<file path="config.mk">
export PLATFORM = sky130hd
export DESIGN_NAME = osc_switch_ctrl
export DESIGN_NICKNAME = d
export VERILOG_FILES = /design/src/rtl/osc_switch_pkg.sv /design/src/rtl/osc_switch_ctrl.sv
export VERILOG_INCLUDE_DIRS = /design/src /design/src/rtl
export SDC_FILE = /design/constraint.sdc
export NUM_CORES = 1
export LEC_CHECK = 0
export BUFFER_PORTS_ARGS = -buffer_cell sky130_fd_sc_hd__buf_2
export CORE_MARGIN = 2
export CORE_UTILIZATION = 25
export CTS_BUF_LIST = sky130_fd_sc_hd__clkbuf_8
export DETAILED_ROUTE_END_ITERATION = 8
export PLACE_DENSITY_LB_ADDON = 0.3
export RECOVER_POWER = 100
export SYNTH_ARGS = -nofsm -noshare
export SYNTH_HDL_FRONTEND = slang
export SYNTH_SLANG_ARGS = --single-unit
export TNS_END_PERCENT = 30
</file>
<file path="constraint.sdc">
create_clock -name pclk -period 1.5 [get_ports pclk]
set_input_delay 0.3 -clock pclk [delete_from_list [all_inputs] [get_ports pclk]]
set_output_delay 0.3 -clock pclk [all_outputs]
set_load 0.02 [all_outputs]
</file>
<file path="src/rtl/osc_switch_defs.svh">
// Purpose: Offsets, field positions, reset values and timing counts for the oscillator control block
// Assumes: APB byte addresses, one register to a 32-bit word
// Notes:   Definitions only
`ifndef OSC_SWITCH_DEFS_SVH
`define OSC_SWITCH_DEFS_SVH

// ----------------------------------------------------------------
// Register offsets
// ----------------------------------------------------------------
`define OFS_OSC_CONTROL   12'h000
`define OFS_CLOCK_DIVIDER 12'h004
`define OFS_FAST_RC_TRIM  12'h008
`define OFS_SOURCE_STATUS 12'h00c

// ----------------------------------------------------------------
// Field positions in oscillator_control
// ----------------------------------------------------------------
`define CUR_SEL_LSB   12
`define NEW_SEL_LSB   8
`define SEL_LOCK_BIT  7
`define PIN_LOCK_BIT  6
`define MULT_OK_BIT   5
`define FAIL_BIT      3
`define PRI_KEEP_BIT  2
`define SEC_EN_BIT    1
`define SW_REQ_BIT    0

// ----------------------------------------------------------------
// Field positions in clock_divider
// ----------------------------------------------------------------
`define RECOVER_BIT   15
`define RATIO_LSB     12
`define APPLY_BIT     11
`define POST_LSB      8

// ----------------------------------------------------------------
// Unlock keys and reset values
// ----------------------------------------------------------------
`define KEY_HI_1      8'h78
`define KEY_HI_2      8'h9a
`define KEY_LO_1      8'h46
`define KEY_LO_2      8'h57
`define RST_POST_SEL  3'h1

// ----------------------------------------------------------------
// Timing: cycles of the new clock before the change-over
// ----------------------------------------------------------------
`define NEW_CLK_CYCLES 4'ha

`endif

</file>
<file path="src/rtl/osc_switch_pkg.sv">
// Purpose: Types shared by the oscillator control block
// Assumes: osc_switch_defs.svh carries all numbers except the source and state codes defined here
// Notes:   Source codes follow the selection field encoding
package osc_switch_pkg;

	// Clock source codes
	typedef enum logic [2:0]
	{
		SRC_FRC      = 3'h0,
		SRC_FRC_MULT = 3'h1,
		SRC_PRI      = 3'h2,
		SRC_PRI_MULT = 3'h3,
		SRC_SEC      = 3'h4,
		SRC_LOW_POWER_RC_OSC     = 3'h5,
		SRC_RSVD     = 3'h6,
		SRC_FRC_DIV  = 3'h7
	} src_t;

	// Switch sequencer states
	typedef enum logic [2:0]
	{
		SW_IDLE,
		SW_START,
		SW_WAIT_READY,
		SW_COUNT,
		SW_DONE
	} sw_state_t;

	// Unlock detector states
	typedef enum logic [1:0]
	{
		UL_NONE,
		UL_FIRST,
		UL_OPEN
	} unlock_t;

endpackage : osc_switch_pkg

</file>
<file path="src/rtl/osc_switch_ctrl.sv">
// Purpose: Oscillator control registers and hardware clock-switch sequencer
// Assumes: APB slave on pclk; source ready and new-clock ticks come from pins
// Notes:   Byte-wise unlock through pstrb lanes of the control word
`timescale 1ns/1ps
`include "osc_switch_defs.svh"

// Behaviour
// - current_source_sel reports the active clock using the eight-code source encoding
// - selection_lock is set-only and, with the monitor on, blocks switch starts
// - pin_map_lock changes only after unlock; one_way_pin_lock forbids clearing it
// - multiplier_settled shows multiplier lock; cleared on switch or non-multiplier source
// - clock_fail_flag set by monitor failure; software may only clear it
// - primary_osc_sleep_keep keeps the primary oscillator running through Sleep
// - secondary_osc_enable powers the secondary oscillator; selected source stays on
// - Writing switch_request starts a switch; hardware clears it when done
// - recover_on_irq lets any interrupt clear ratio_apply, restoring 1:1
// - cpu_periph_ratio selects a CPU slowdown of 2 to the code power
// - ratio_apply clear forces the ratio to 1:1
// - frc_postscale_sel divides the fast RC by 2 to the code power
// - frc_trim is a six-bit signed offset of the fast RC frequency
// - Switching disabled: initial_source_cfg shown, switch_request held at zero
// - Equal current and new selection aborts the switch and clears the request
// - A valid switch start clears multiplier_settled and clock_fail_flag
// - Power target, wait start-up timer for crystals and multiplier lock
// - After ready, count 10 new clocks, copy selection to change over, then clear request
// - Turn off the old source except guarded low-power RC or enabled secondary
// - Upper byte written only right after the 78h, 9Ah unlock pair
// - Lower byte written only right after the 46h, 57h unlock pair
// - Switching needs monitor cfg upper bit 0; monitor runs only at 00
module osc_switch_ctrl
(
	input  wire logic        pclk,
	input  wire logic        presetn,
	input  wire logic        psel,
	input  wire logic        penable,
	input  wire logic        pwrite,
	input  wire logic [11:0] paddr,
	input  wire logic [31:0] pwdata,
	input  wire logic [3:0]  pstrb,
	output logic      [31:0] prdata,
	output logic             pready,
	output logic             pslverr,
	input  wire logic [1:0]  switch_monitor_cfg,
	input  wire logic        one_way_pin_lock,
	input  osc_switch_pkg::src_t initial_source_cfg,
	input  wire logic        watchdog_enabled,
	input  wire logic        monitor_fail,
	input  wire logic        multiplier_locked,
	input  wire logic        crystal_ready,
	input  wire logic        new_clock_tick,
	input  wire logic        irq_event,
	input  wire logic        sleep_active,
	output logic [4:0]       osc_power,
	output logic             primary_osc_sleep_keep,
	output osc_switch_pkg::src_t active_source,
	output logic [7:0]       cpu_divide,
	output logic [8:0]       frc_divide,
	output logic [5:0]       frc_trim,
	output logic             pin_map_lock
);
	import osc_switch_pkg::*;

	// ----------------------------------------------------------------
	// Helper functions
	// ----------------------------------------------------------------

	// Source uses the multiplier
	function automatic logic uses_mult(input src_t s);
		uses_mult = (s == SRC_FRC_MULT) || (s == SRC_PRI_MULT);
	endfunction : uses_mult

	// Power bit index: 0 fast RC, 1 primary, 2 secondary, 3 low-power RC, 4 multiplier
	function automatic logic [4:0] power_of(input src_t s);
		unique case (s)
			SRC_FRC, SRC_FRC_DIV, SRC_RSVD: power_of = 5'h01;
			SRC_FRC_MULT:                   power_of = 5'h11;
			SRC_PRI:                        power_of = 5'h02;
			SRC_PRI_MULT:                   power_of = 5'h12;
			SRC_SEC:                        power_of = 5'h04;
			SRC_LOW_POWER_RC_OSC:                       power_of = 5'h08;
		endcase
	endfunction : power_of

	// ----------------------------------------------------------------
	// State
	// ----------------------------------------------------------------
	src_t      current_source_sel;
	src_t      new_source_sel;
	logic      selection_lock;
	logic      multiplier_settled;
	logic      clock_fail_flag;
	logic      secondary_osc_enable;
	logic      switch_request;
	logic      recover_on_irq;
	logic [2:0] cpu_periph_ratio;
	logic      ratio_apply;
	logic [2:0] frc_postscale_sel;
	sw_state_t sw_state;
	unlock_t   hi_unlock;
	unlock_t   lo_unlock;
	logic [3:0] tick_count;
	logic [2:0] ready_sync;
	logic [2:0] tick_sync;
	logic      tick_seen;
	logic      cfg_loaded;
	logic [4:0] keep_power;

	logic      wr_en;
	logic      rd_en;
	logic      ctl_wr;
	logic      hi_wr;
	logic      lo_wr;
	logic      hi_ok;
	logic      lo_ok;
	logic      switch_enabled;
	logic      monitor_on;
	logic      target_ready;
	logic      new_tick;
	logic [31:0] next_prdata;

	// ----------------------------------------------------------------
	// Bus decode and configuration
	// ----------------------------------------------------------------
	assign wr_en          = psel && penable && pwrite;
	assign rd_en          = psel && !penable && !pwrite;
	assign ctl_wr         = wr_en && (paddr == `OFS_OSC_CONTROL);
	assign hi_wr          = ctl_wr && pstrb[1];
	assign lo_wr          = ctl_wr && pstrb[0];
	assign hi_ok          = hi_wr && (hi_unlock == UL_OPEN);
	assign lo_ok          = lo_wr && (lo_unlock == UL_OPEN);
	assign switch_enabled = !switch_monitor_cfg[1];
	assign monitor_on     = (switch_monitor_cfg == 2'b00);

	// Ready when crystal started (if primary) and multiplier locked (if used)
	assign target_ready = ((new_source_sel != SRC_PRI && new_source_sel != SRC_PRI_MULT)
		|| (ready_sync[2] && ready_sync[1]))
		&& (!uses_mult(new_source_sel) || multiplier_settled);
	assign new_tick = (tick_sync[2] && tick_sync[1]) && !tick_seen;

	// APB answers in the access cycle; no wait states
	always_ff @(posedge pclk or negedge presetn)
	begin
		if (!presetn)
		begin
			pready  <= 1'b0;
			pslverr <= 1'b0;
		end
		else
		begin
			pready  <= psel && !penable;
			pslverr <= psel && !penable && (paddr > `OFS_SOURCE_STATUS || paddr[1:0] != 2'b00);
		end
	end

	// Read mux
	always_comb
	begin
		next_prdata = 32'h0;
		unique case (paddr)
			`OFS_OSC_CONTROL:
			begin
				next_prdata[`CUR_SEL_LSB +: 3] = current_source_sel;
				next_prdata[`NEW_SEL_LSB +: 3] = new_source_sel;
				next_prdata[`SEL_LOCK_BIT]     = selection_lock;
				next_prdata[`PIN_LOCK_BIT]     = pin_map_lock;
				next_prdata[`MULT_OK_BIT]      = multiplier_settled;
				next_prdata[`FAIL_BIT]         = clock_fail_flag;
				next_prdata[`PRI_KEEP_BIT]     = primary_osc_sleep_keep;
				next_prdata[`SEC_EN_BIT]       = secondary_osc_enable;
				next_prdata[`SW_REQ_BIT]       = switch_request;
			end
			`OFS_CLOCK_DIVIDER:
			begin
				next_prdata[`RECOVER_BIT]     = recover_on_irq;
				next_prdata[`RATIO_LSB +: 3]  = cpu_periph_ratio;
				next_prdata[`APPLY_BIT]       = ratio_apply;
				next_prdata[`POST_LSB +: 3]   = frc_postscale_sel;
			end
			`OFS_FAST_RC_TRIM:  next_prdata[5:0] = frc_trim;
			`OFS_SOURCE_STATUS: next_prdata[4:0] = osc_power;
			default:            next_prdata = 32'h0;
		endcase
	end

	always_ff @(posedge pclk or negedge presetn)
	begin
		if (!presetn)
			prdata <= 32'h0;
		else if (rd_en)
			prdata <= next_prdata;
	end

	// ----------------------------------------------------------------
	// Unlock detectors: key pair opens one write, any other write re-arms
	// ----------------------------------------------------------------
	always_ff @(posedge pclk or negedge presetn)
	begin
		if (!presetn)
			hi_unlock <= UL_NONE;
		else if (hi_wr)
		begin
			if (hi_unlock == UL_OPEN)
				hi_unlock <= UL_NONE;
			else if (hi_unlock == UL_NONE && pwdata[15:8] == `KEY_HI_1)
				hi_unlock <= UL_FIRST;
			else if (hi_unlock == UL_FIRST && pwdata[15:8] == `KEY_HI_2)
				hi_unlock <= UL_OPEN;
			else if (pwdata[15:8] == `KEY_HI_1)
				hi_unlock <= UL_FIRST;
			else
				hi_unlock <= UL_NONE;
		end
	end

	always_ff @(posedge pclk or negedge presetn)
	begin
		if (!presetn)
			lo_unlock <= UL_NONE;
		else if (lo_wr)
		begin
			if (lo_unlock == UL_OPEN)
				lo_unlock <= UL_NONE;
			else if (lo_unlock == UL_NONE && pwdata[7:0] == `KEY_LO_1)
				lo_unlock <= UL_FIRST;
			else if (lo_unlock == UL_FIRST && pwdata[7:0] == `KEY_LO_2)
				lo_unlock <= UL_OPEN;
			else if (pwdata[7:0] == `KEY_LO_1)
				lo_unlock <= UL_FIRST;
			else
				lo_unlock <= UL_NONE;
		end
	end

	// ----------------------------------------------------------------
	// Upper byte: new selection, loaded from configuration after reset
	// ----------------------------------------------------------------
	always_ff @(posedge pclk or negedge presetn)
	begin
		if (!presetn)
			cfg_loaded <= 1'b0;
		else
			cfg_loaded <= 1'b1;
	end

	always_ff @(posedge pclk or negedge presetn)
	begin
		if (!presetn)
			new_source_sel <= SRC_FRC_DIV;
		else if (!cfg_loaded)
			new_source_sel <= initial_source_cfg;
		else if (hi_ok && !(selection_lock && monitor_on))
			new_source_sel <= src_t'(pwdata[`NEW_SEL_LSB +: 3]);
	end

	// ----------------------------------------------------------------
	// Lower byte control bits
	// ----------------------------------------------------------------
	always_ff @(posedge pclk or negedge presetn)
	begin
		if (!presetn)
		begin
			selection_lock         <= 1'b0;
			pin_map_lock           <= 1'b0;
			primary_osc_sleep_keep <= 1'b0;
			secondary_osc_enable   <= 1'b0;
		end
		else if (lo_ok)
		begin
			if (pwdata[`SEL_LOCK_BIT])
				selection_lock <= 1'b1;
			if (!(one_way_pin_lock && pin_map_lock))
				pin_map_lock <= pwdata[`PIN_LOCK_BIT];
			primary_osc_sleep_keep <= pwdata[`PRI_KEEP_BIT];
			secondary_osc_enable   <= pwdata[`SEC_EN_BIT];
		end
	end

	// Fail flag: monitor set wins over software clear and switch start
	always_ff @(posedge pclk or negedge presetn)
	begin
		if (!presetn)
			clock_fail_flag <= 1'b0;
		else if (monitor_fail && monitor_on)
			clock_fail_flag <= 1'b1;
		else if (sw_state == SW_START)
			clock_fail_flag <= 1'b0;
		else if (lo_ok && !pwdata[`FAIL_BIT])
			clock_fail_flag <= 1'b0;
	end

	// Multiplier lock status
	always_ff @(posedge pclk or negedge presetn)
	begin
		if (!presetn)
			multiplier_settled <= 1'b0;
		else if (sw_state == SW_START || !uses_mult(current_source_sel)
			&& !uses_mult(new_source_sel))
			multiplier_settled <= 1'b0;
		else
			multiplier_settled <= multiplier_locked;
	end

	// ----------------------------------------------------------------
	// Pin synchronisers: a rise counts once stages two and three agree
	// ----------------------------------------------------------------
	always_ff @(posedge pclk or negedge presetn)
	begin
		if (!presetn)
		begin
			ready_sync <= 3'h0;
			tick_sync  <= 3'h0;
			tick_seen  <= 1'b0;
		end
		else
		begin
			ready_sync <= {ready_sync[1:0], crystal_ready};
			tick_sync  <= {tick_sync[1:0], new_clock_tick};
			if (tick_sync[2] == tick_sync[1])
				tick_seen <= tick_sync[2];
		end
	end

	// ----------------------------------------------------------------
	// Switch sequencer
	// ----------------------------------------------------------------
	always_ff @(posedge pclk or negedge presetn)
	begin
		if (!presetn)
		begin
			sw_state           <= SW_IDLE;
			switch_request     <= 1'b0;
			current_source_sel <= SRC_FRC_DIV;
			tick_count         <= 4'h0;
		end
		else if (!cfg_loaded || !switch_enabled)
		begin
			sw_state           <= SW_IDLE;
			switch_request     <= 1'b0;
			current_source_sel <= initial_source_cfg;
		end
		else
		begin
			unique case (sw_state)
				SW_IDLE:
					if (lo_ok && pwdata[`SW_REQ_BIT] && !(selection_lock && monitor_on))
					begin
						switch_request <= 1'b1;
						if (new_source_sel == current_source_sel)
							sw_state <= SW_DONE;
						else
							sw_state <= SW_START;
					end
				SW_START:
				begin
					tick_count <= 4'h0;
					sw_state   <= SW_WAIT_READY;
				end
				SW_WAIT_READY:
					if (target_ready)
						sw_state <= SW_COUNT;
				SW_COUNT:
					if (new_tick)
					begin
						if (tick_count == `NEW_CLK_CYCLES - 4'h1)
						begin
							current_source_sel <= new_source_sel;
							sw_state           <= SW_DONE;
						end
						tick_count <= tick_count + 4'h1;
					end
				SW_DONE:
				begin
					switch_request <= 1'b0;
					sw_state       <= SW_IDLE;
				end
			endcase
		end
	end

	// ----------------------------------------------------------------
	// Oscillator power: old source off after switch, with exceptions
	// ----------------------------------------------------------------
	always_comb
	begin
		keep_power = power_of(current_source_sel);
		if (sw_state != SW_IDLE && sw_state != SW_DONE)
			keep_power = keep_power | power_of(new_source_sel);
		if (secondary_osc_enable)
			keep_power[2] = 1'b1;
		if (watchdog_enabled || monitor_on)
			keep_power[3] = 1'b1;
		if (sleep_active)
			keep_power[1] = keep_power[1] & primary_osc_sleep_keep;
	end

	always_ff @(posedge pclk or negedge presetn)
	begin
		if (!presetn)
		begin
			osc_power     <= 5'h01;
			active_source <= SRC_FRC_DIV;
		end
		else
		begin
			osc_power     <= keep_power;
			active_source <= current_source_sel;
		end
	end

	// ----------------------------------------------------------------
	// Clock divider and trim registers
	// ----------------------------------------------------------------
	always_ff @(posedge pclk or negedge presetn)
	begin
		if (!presetn)
		begin
			recover_on_irq    <= 1'b0;
			cpu_periph_ratio  <= 3'h0;
			frc_postscale_sel <= `RST_POST_SEL;
			frc_trim          <= 6'h00;
		end
		else if (wr_en && paddr == `OFS_CLOCK_DIVIDER && pstrb[1])
		begin
			recover_on_irq    <= pwdata[`RECOVER_BIT];
			cpu_periph_ratio  <= pwdata[`RATIO_LSB +: 3];
			frc_postscale_sel <= pwdata[`POST_LSB +: 3];
		end
		else if (wr_en && paddr == `OFS_FAST_RC_TRIM && pstrb[0])
			frc_trim <= pwdata[5:0];
	end

	// Interrupt recovery beats a software set of the apply bit
	always_ff @(posedge pclk or negedge presetn)
	begin
		if (!presetn)
			ratio_apply <= 1'b0;
		else if (irq_event && recover_on_irq)
			ratio_apply <= 1'b0;
		else if (wr_en && paddr == `OFS_CLOCK_DIVIDER && pstrb[1])
			ratio_apply <= pwdata[`APPLY_BIT];
	end

	// Divide factors, powers of two
	always_ff @(posedge pclk or negedge presetn)
	begin
		if (!presetn)
		begin
			cpu_divide <= 8'h01;
			frc_divide <= 9'h001;
		end
		else
		begin
			cpu_divide <= ratio_apply ? 8'(8'h01 << cpu_periph_ratio) : 8'h01;
			frc_divide <= 9'(9'h001 << frc_postscale_sel);
		end
	end

	// ----------------------------------------------------------------
	// Assertions
	// ----------------------------------------------------------------
	a_ratio_forced: assert property (@(posedge pclk) disable iff (!presetn)
		!$past(ratio_apply) |-> cpu_divide == 8'h01)
		else $error("ratio not 1:1 while apply clear");
	a_irq_recover: assert property (@(posedge pclk) disable iff (!presetn)
		irq_event && recover_on_irq |=> !ratio_apply)
		else $error("interrupt did not clear apply");
	a_fail_set: assert property (@(posedge pclk) disable iff (!presetn)
		monitor_fail && monitor_on |=> clock_fail_flag)
		else $error("fail flag not set");
	a_start_clears: assert property (@(posedge pclk) disable iff (!presetn)
		sw_state == SW_START && !monitor_fail |=> !clock_fail_flag && !multiplier_settled)
		else $error("switch start did not clear flags");
	a_redundant_abort: assert property (@(posedge pclk) disable iff (!presetn)
		sw_state == SW_IDLE && lo_ok && pwdata[0] && switch_enabled && cfg_loaded
		&& !(selection_lock && monitor_on) && new_source_sel == current_source_sel
		|=> ##1 !switch_request && $stable(current_source_sel))
		else $error("redundant switch not aborted");
	a_disabled_hold: assert property (@(posedge pclk) disable iff (!presetn)
		!switch_enabled && cfg_loaded |=> !switch_request)
		else $error("request set while switching disabled");
	a_lock_sticky: assert property (@(posedge pclk) disable iff (!presetn)
		selection_lock |=> selection_lock)
		else $error("selection lock cleared");
	a_pin_one_way: assert property (@(posedge pclk) disable iff (!presetn)
		pin_map_lock && one_way_pin_lock |=> pin_map_lock)
		else $error("one-way pin lock cleared");
	a_pin_unlock: assert property (@(posedge pclk) disable iff (!presetn)
		!lo_ok |=> $stable(pin_map_lock))
		else $error("pin lock changed without unlock");
	a_sel_unlock: assert property (@(posedge pclk) disable iff (!presetn)
		cfg_loaded && !hi_ok |=> $stable(new_source_sel))
		else $error("selection changed without unlock");
	a_change_over: assert property (@(posedge pclk) disable iff (!presetn)
		sw_state == SW_COUNT && new_tick && tick_count == 4'h9 && switch_enabled
		|=> current_source_sel == $past(new_source_sel) ##1 !switch_request)
		else $error("change-over wrong");

endmodule : osc_switch_ctrl

</file>
; Word-level counts from Yosys, hierarchy flattened
; Memories as Yosys holds them, arrays and structs flattened.
; Index checks and enable logic that the tools add are counted.
[classes]
mux = 46
add_sub_neg = 1
order_cmp = 1
n_eq_ne = 31
shifts = 2
reduce_logical = 70
bitwise_logic = 5
[op_table]
columns = operator, count
row1 = 3-bit two-way mux, 12
row2 = 1-bit logical AND, 33
row3 = "12-bit by 4-bit equality test with 1-bit output, second input constant", 2
row4 = "8-bit by 7-bit equality test with 1-bit output, second input constant", 3
row5 = 1-bit two-way mux, 15
row6 = "3-bit != test, second input constant", 5
row7 = 3-bit one-hot mux with 5 select lines, 1
row8 = 2-bit two-way mux, 7
row9 = "12-bit by 3-bit equality test with 1-bit output, second input constant", 1
row10 = "3-bit by 2-bit equality test with 1-bit output, second input constant", 4
row11 = "12-bit by 4-bit > comparator with 1-bit output, second input constant", 1
row12 = 12-bit zero test, 1
row13 = 3-bit one-hot mux with 2 select lines, 2
row14 = 4-bit one-hot mux with 3 select lines, 1
row15 = 2-bit nonzero test, 6
row16 = 5-bit two-way mux, 2
row17 = "3-bit by 1-bit equality test with 1-bit output, second input constant", 3
row18 = 3-bit nonzero test, 3
row19 = "1-bit by 3-bit << shifter with 9-bit output, first input constant", 1
row20 = "8-bit equality test, second input constant", 1
row21 = 1-bit zero test, 8
row22 = 1-bit logical OR, 8
row23 = 8-bit two-way mux, 1
row24 = 4-bit one-hot mux with 2 select lines, 1
row25 = other kinds (21), 34
[word_totals]
reg_bits = 89
input_bits = 66
romBits = 80
memories = 2
wordCells = 187
[memory_table]
columns = name, depth, width, rd, rd_ports_with_merged_regs, write_ports, line
row1 = (no name shown), 8, 5, 1, 0, 0, osc_switch_ctrl.sv:74  ; unique case (s)
row2 = (no name shown), 8, 5, 1, 0, 0, osc_switch_ctrl.sv:74

; Logic depth before layout (Yosys ltp)
; Gate-level depths: netlist (run 1).
[logic_depth]
ltp_word = 10
ltp_mapped = 7
depth_no_buf = 7

; Worst setup path after synthesis (run 1)
; OpenSTA, ideal clock, no wires.
[synth_path]
kind = input -> register
start = in paddr[9]
end = reg frc_trim[0]
n_path_buf = 1
arrival_ns = 1.710
required_ns = 1.375
stages = 5
slack_ns = -0.335
cell_sequence = nor4_4 -> nand3_4 -> or4_4 -> buf_6 -> mux2_4
[synth_via]
elab_chain_cells = 5
elab_cells_between_ends = 8
[synth_lines]
columns = element, line
row1 = "start, declared", osc_switch_ctrl.sv:37  ; input wire logic [11:0] paddr,
row2 = 12-bit by 3-bit equality test with 1-bit output, -
row3 = 1-bit logical AND (no source line), -
row4 = 1-bit logical AND, osc_switch_ctrl.sv:422  ; else if (wr_en && paddr == `OFS_CLOCK_DIVIDER && pstrb[1])
row5 = 1-bit NOT (no source line), -
row6 = 2-bit AND reduction (no source line) (*), -
row7 = "end signal, assigned", osc_switch_ctrl.sv:429  ; frc_trim <= pwdata[5:0];
row8 = "end, declared", osc_switch_ctrl.sv:58  ; output logic [5:0] frc_trim,
; Every way passes the cells marked *; elsewhere a longest branch is shown, timed or not.
; A chain may end at the register's enable or synchronous reset.

; Worst setup path in the final report (run 1)
[layout_path]
start = in paddr[6]
end = reg frc_trim[0]
; The elaborated chain is that of the path after synthesis.

==> metrics, run 1 <==
I/O pin cnt=133; largest family of logic cells by synthesized area=simple AND/OR/NAND/NOR gates; routability cong.=0.773; DRT iter0 DRCs=155; DRT antenna net count=0; slowest CP cell=or4_4; root buffer cell=clkbuf_8; setup ws final=-37.8 ps; synthesized flop and latch total=88; RSZ-0062 raised after global routing=yes; Seq/Total Area, Yosys=54.9%; most common library cells after synthesis=dfrtp_1, nand2_1, nor2_1; Hold/Removal Path Class=in2reg; Core Util, Final=34.0%; first-pass GRT wire length=18,300 µm; Worst Setup End Kind=flop; die area=17,200 µm²; Yosys top cell by area=dfrtp_1; Yosys warnings=0; failing checks=setup timing; # setup viols final=6; synth-to-layout area growth=33.0%; Die W=131 µm; fraction of layout cells with a size suffix above 1=41.2%; Crit Path Class=in2reg; largest net degree at the start of global routing=89; TNS Setup=-205 ps; Total Wirelength=11,100 µm; Vias per Instance=4.44; site row count=46; detailed-route via count=3,261; DRC=0; Async SR Flop Fraction=100%; area share of and/or/nand/nor cells after synthesis=16.8%; WP data required=1760 ps; max_slew headroom=47.0%; Adder-Cell Fraction of Synth Area=1.55%; top post-synthesis cells by area=dfrtp_1, dfstp_2, nand2_1; grt ovf=0; crit share post-route=103%; skew final=10.1 ps; CTS tree=done; Skew-Pair Late Insertion Delay=360 ps; Clock Path Buffers=2; Design Area, Final=5380 µm²; Synth Flop Type=dfrtp_1; Area after DPL=5010 µm²; Worst-path clk slew=90 ps; routed len/inst=15.1 µm; EDFF count, synth=0; multiplexer share of the synthesized area=7.99%; core area=15,800 µm²; Num Clock Sinks=88; CP max FO=6; dpl hpwl=8340 µm; Leak=2.70 nW; initial antenna violation count=0; status=finished with violations; Pwr Density=863 nW/µm²; ordered list of cells on the worst path=buf_2 > nor4_4 > buf_4 > nand3_4 > or4_4 > mux2_4; Initial Util=25.5%; largest stage delay on the critical path=570 ps; Pre-antenna DRT Iters=4; fin nets=585; Mapped Area=4040 µm²; worst IR drop on VDD=0.408 mV; H-tree levels=3; vias in the first global route=3,413; XOR/XNOR Fraction of Synth Area=0.650%; Mapped Avg Cell Area=10.9 µm²; max-cap check violation count=0; arrival time worst endpoint=1790 ps; Total Routing Usage GR=13.3%; Port Buffers=97; Slew Limit Fails=0; most frequent cell after synthesis=dfrtp_1; CTS Buf Count=9; Antenna Cells=0; final worst path period need=1540 ps; fmax=0.650 GHz; Setup crit start kind=input port; die height=131 µm; Final Hold Fails=0; Post-Synthesis Cells=370; Yosys cell types=53; Slew @ Worst Pin=794 ps; area share of the largest cell type after synthesis=46.4%; Compound-Gate Fraction of Synth Area=11.9%
[where the power goes]
group | total (mW) | leakage (nW) | internal (mW) | switching (mW)
Combinational | 0.565 | 1.45 | 0.224 | 0.341
Sequential | 2.50 | 1.14 | 2.45 | 0.0433
Clock | 1.58 | 0.107 | 0.745 | 0.830
[critical path, delay by kind of cell]
family / cells / cell delay, ps
buffers and inverters: 2 / 280
multiplexers: 1 / 330
AND/OR/NAND/NOR: 3 / 880
[registers in the layout (all words and copies together) (netlist names), 2 cells and up]
register	cells
hi_unlock	2
active_source	3
osc_power	5
frc_divide	8
prdata	16
cpu_divide	8
ready_sync	3
tick_sync	3
lo_unlock	2
sw_state	3
cpu_periph_ratio	3
frc_trim	6
new_source_sel	3
tick_count	4
current_source_sel	3
frc_postscale_sel	3
[logic make-up (layout without fill, tap and decap cells)]
group,after synthesis,count (layout)
AND/OR/NAND/NOR,128,128
flip-flops,88,88
AO/OA/AOI/OAI,71,71
buffers and inverters,45,178
multiplexers,28,28
adder cells (fa/ha/maj),5,5
XOR/XNOR,3,3
other,2,18
[metrics by stage]
stage | worst slack, ps | power, mW | hold WS, ps | instances
after floorplan | -335 | 2.80 | 4.41 | 386
after global placement | -452 | 3.07 | 334 | 708
after detailed placement | -502 | 3.08 | 340 | 708
after CTS | -42.8 | 4.70 | 9.88 | 730
after global routing | -93.1 | 4.87 | 27.3 | 735
final | -37.8 | 4.64 | 35.3 | 735
[final timing paths]
path,startpoint,endpoint,slack (ps),cells after the start
min in group asynchronous,presetn,frc_trim[2],670,3
max in group asynchronous,presetn,sw_state[1],290,3
worst max register to register,new_source_sel[0],sw_state[0],0,6
worst max-delay path,paddr[6],frc_trim[0],-40,6
worst min-delay path,new_clock_tick,tick_sync[0],40,1
worst min register to register,ready_sync[0],ready_sync[1],360,0
[routing by layer]
| metal | track usage (%) | vias up | part of all wire, % |
|---|---|---|---|
| li1 | - | 1557 | - |
| met1 | 17.7 | 1604 | 46 |
| met2 | 21.2 | 85 | 47 |
| met3 | 3.20 | 15 | 5.1 |
| met4 | 5.07 | 0 | 1.8 |
| met5 | 0 | - | 0 |
[layout by cell type, fill, tap and decap left out, types with 3 or more instances in the layout]
cell type / count
a22o_1: 3
mux2i_1: 12
mux2_2: 10
buf_6: 5
inv_1: 13
xor2_1: 3
nand4_1: 5
nor2_1: 25
a22oi_1: 6
nor2b_1: 6
mux2_4: 6
o41ai_1: 4
o31ai_1: 6
clkbuf_8: 9
a31oi_1: 6
conb_1: 18
nand2_2: 4
nand2b_1: 5
nand2_1: 43
nor3_1: 7
buf_4: 46
dfstp_2: 12
clkinv_2: 3
o21ai_0: 13
a21o_1: 4
ha_1: 4
dfrtp_1: 75
a21oi_1: 12
nor4bb_1: 3
nand3_1: 8
nor3b_1: 3
buf_2: 93
[layout make-up]
class,count,area [µm²]
Clock buffer,9,124
Clock inverter,7,56.3
Fill cell,1605,10500
Inverter,11,41.3
Multi-Input combinational cell,253,1730
Sequential cell,88,2220
Tap cell,216,270
Timing Repair Buffer,151,940
[timing repair]
action	4_1_cts	5_1_grt
hold endpoints to repair	70	0
gates resized for setup	7	21
pin swaps	2	6
hold buffers	1	0
setup buffers	5	5
endpoints found under the setup margin	19	23
No activity file was read; power rests on OpenSTA's default activity.
==> run 2, diff against run 1 <==
Settings changed: RECOVER_POWER 100 to default.
==> metrics, run 2 (synthesized netlist as in run 1, its figures left out) <==
status=finished with violations (unchanged); failing checks=setup timing (unchanged); fraction of layout cells with a size suffix above 1=41.8% (was 41.2%); setup ws final=-37.5 ps (was -37.8 ps); DRT antenna net count=0 (unchanged); DRT iter0 DRCs=172 (was 155); largest stage delay on the critical path=570 ps (about the same); Area after DPL=5010 µm² (unchanged); Comb pwr share=12.4% (was 12.2%); Hold Crit Depth=1 (unchanged); R2R Path Start=new_source_sel[0] (unchanged); WP data required=1760 ps (about the same); Hold/Removal Path Class=in2reg (unchanged); grt ovf=0 (unchanged); Fill cells=1,600 (was 1,605); synth-to-layout area growth=33.4% (was 33.0%); DRC=0 (unchanged); # setup viols final=6 (unchanged); arrival time worst endpoint=1790 ps (about the same); Slew Limit Fails=0 (unchanged); clock power share=33.9% (was 34.0%); R2R Setup Slk=0 ps (about the same); worst IR drop on VDD=0.408 mV (about the same); RSZ-0062 raised after global routing=yes (unchanged); dpl hpwl=8340 µm (unchanged); vias in the first global route=3,413 (unchanged); crit share post-route=103% (about the same); Storage cell area=2220 µm² (unchanged); final worst path period need=1540 ps (about the same); Core Util, Final=34.1% (was 34.0%); Setup crit start=paddr[6] (unchanged); Reg power frac=53.8% (was 53.9%); WP buf/inv=2 (unchanged); most frequent cells in the layout=buf_2, dfrtp_1, buf_4, nand2_1, nor2_1 (unchanged); power consumption=4.65 mW (was 4.64 mW); Crit Path Class=in2reg (unchanged); ordered list of cells on the worst path=buf_2 > nor4_4 > buf_4 > nand3_4 > or4_4 > mux2_4 (unchanged); fmax=0.650 GHz (about the same); Leak=2.71 nW (was 2.70 nW); Total Routing Usage GR=13.3% (unchanged); CP max FO=6 (unchanged); TNS Setup=-204 ps (was -205 ps); max FFs per register=16 (unchanged); multi-input logic area=1730 µm² (unchanged); Pre-antenna DRT Iters=4 (unchanged); die area=17,200 µm² (unchanged); Pwr Density=862 nW/µm² (was 863 nW/µm²); most common cell after layout, fill and taps aside=buf_2 (unchanged); hold path endpoint=tick_sync[0] (unchanged); Biggest register=prdata (unchanged); Port Buffers=97 (unchanged); Vias per Instance=4.43 (was 4.44); R2R depth=6 (unchanged); Num Clock Sinks=88 (unchanged); switch share=26.2% (about the same); skew final=10.1 ps (about the same); CTS Buf Count=9 (unchanged); Hold Startpoint=new_clock_tick (unchanged); Worst-path clk slew=90 ps (about the same); Worst Setup End Kind=flop (unchanged); Skew-Pair Late Insertion Delay=360 ps (about the same); root buffer cell=clkbuf_8 (unchanged); cell family with most CP delay=simple AND/OR/NAND/NOR gates (unchanged); Layout Cells excl Fill=735 (unchanged); first-pass GRT wire length=18,300 µm (unchanged); fin nets=585 (unchanged); Final Hold Fails=0 (unchanged); R2R Path End=sw_state[0] (unchanged); Setup crit start kind=input port (unchanged); Top Registers=prdata (16), cpu_divide (8), frc_divide (8) (unchanged); detailed-route via count=3,259 (was 3,261); max-cap check violation count=0 (unchanged); Power Internal=3.43 mW (was 3.42 mW); routability cong.=0.773 (unchanged); Initial Util=25.5% (unchanged); P_sw=1.22 mW (about the same); initial antenna violation count=0 (unchanged); die height=131 µm (unchanged); Total Wirelength=11,100 µm (about the same); Clock Path Buffers=2 (unchanged); routed len/inst=15.1 µm (about the same); Inst Count DP=708 (unchanged); Antenna Cells=0 (unchanged); largest net degree at the start of global routing=89 (unchanged); CTS tree=done (unchanged); site row count=46 (unchanged); core area=15,800 µm² (unchanged); Design Area, Final=5390 µm² (was 5380 µm²); H-tree levels=3 (unchanged); slowest CP cell=or4_4 (unchanged); Die W=131 µm (unchanged); I/O pin cnt=133 (unchanged)
-- run 2: what timing repair did --
action	in CTS	in global routing
setup endpoints to repair	19	23
hold buffers	1	0
resized for setup	7	21
buffers inserted	5	5
endpoints found under the hold margin	70	0
pin swaps	2	6
-- run 2: worst max path at each step --
stage          slack (ps)          end  cells past startpoint
2_1_floorplan        -330  frc_trim[0]                      5
3_3_place_gp         -450  frc_trim[4]                      5
3_5_place_dp         -500  frc_trim[0]                      5
4_1_cts               -40  sw_state[0]                      6
5_1_grt               -90  frc_trim[0]                      6
6_report              -40  frc_trim[0]                      6
-- run 2: power groups by stage --
stage	clock [mW]	sequential, mW	combinational, mW
2_1_floorplan	0	2.58	0.220
4_1_cts	1.65	2.50	0.559
3_5_place_dp	0	2.55	0.534
3_3_place_gp	0	2.54	0.525
5_1_grt	1.74	2.51	0.631
6_report	1.57	2.50	0.574
-- run 2: area by class of cell --
| type | count | share of cell area [%] |
|---|---|---|
| clock buffer | 9 | 2.30 |
| clock inverter | 7 | 1.04 |
| sequential | 88 | 41.1 |
| tap | 216 | 5.01 |
| multi-input combinational | 253 | 32.0 |
| timing repair buffer | 151 | 17.7 |
| inverter | 11 | 0.766 |
-- run 2: metal layers --
layer / vias to the layer above / part of all wire (%) / global-route usage, %
met1: 1602 / 46 / 17.7
met4: 0 / 1.8 / 5.07
met5: - / 0 / 0
met2: 85 / 47 / 21.2
li1: 1557 / - / -
met3: 15 / 5.2 / 3.20
-- run 2: through the flow --
stage	worst slack [ps]	hold WS, ps
final	-37.5	35.0
after global routing	-93.1	27.3
after detailed placement	-502	340
after CTS	-42.8	9.88
after floorplan	-335	4.41
after global placement	-452	334
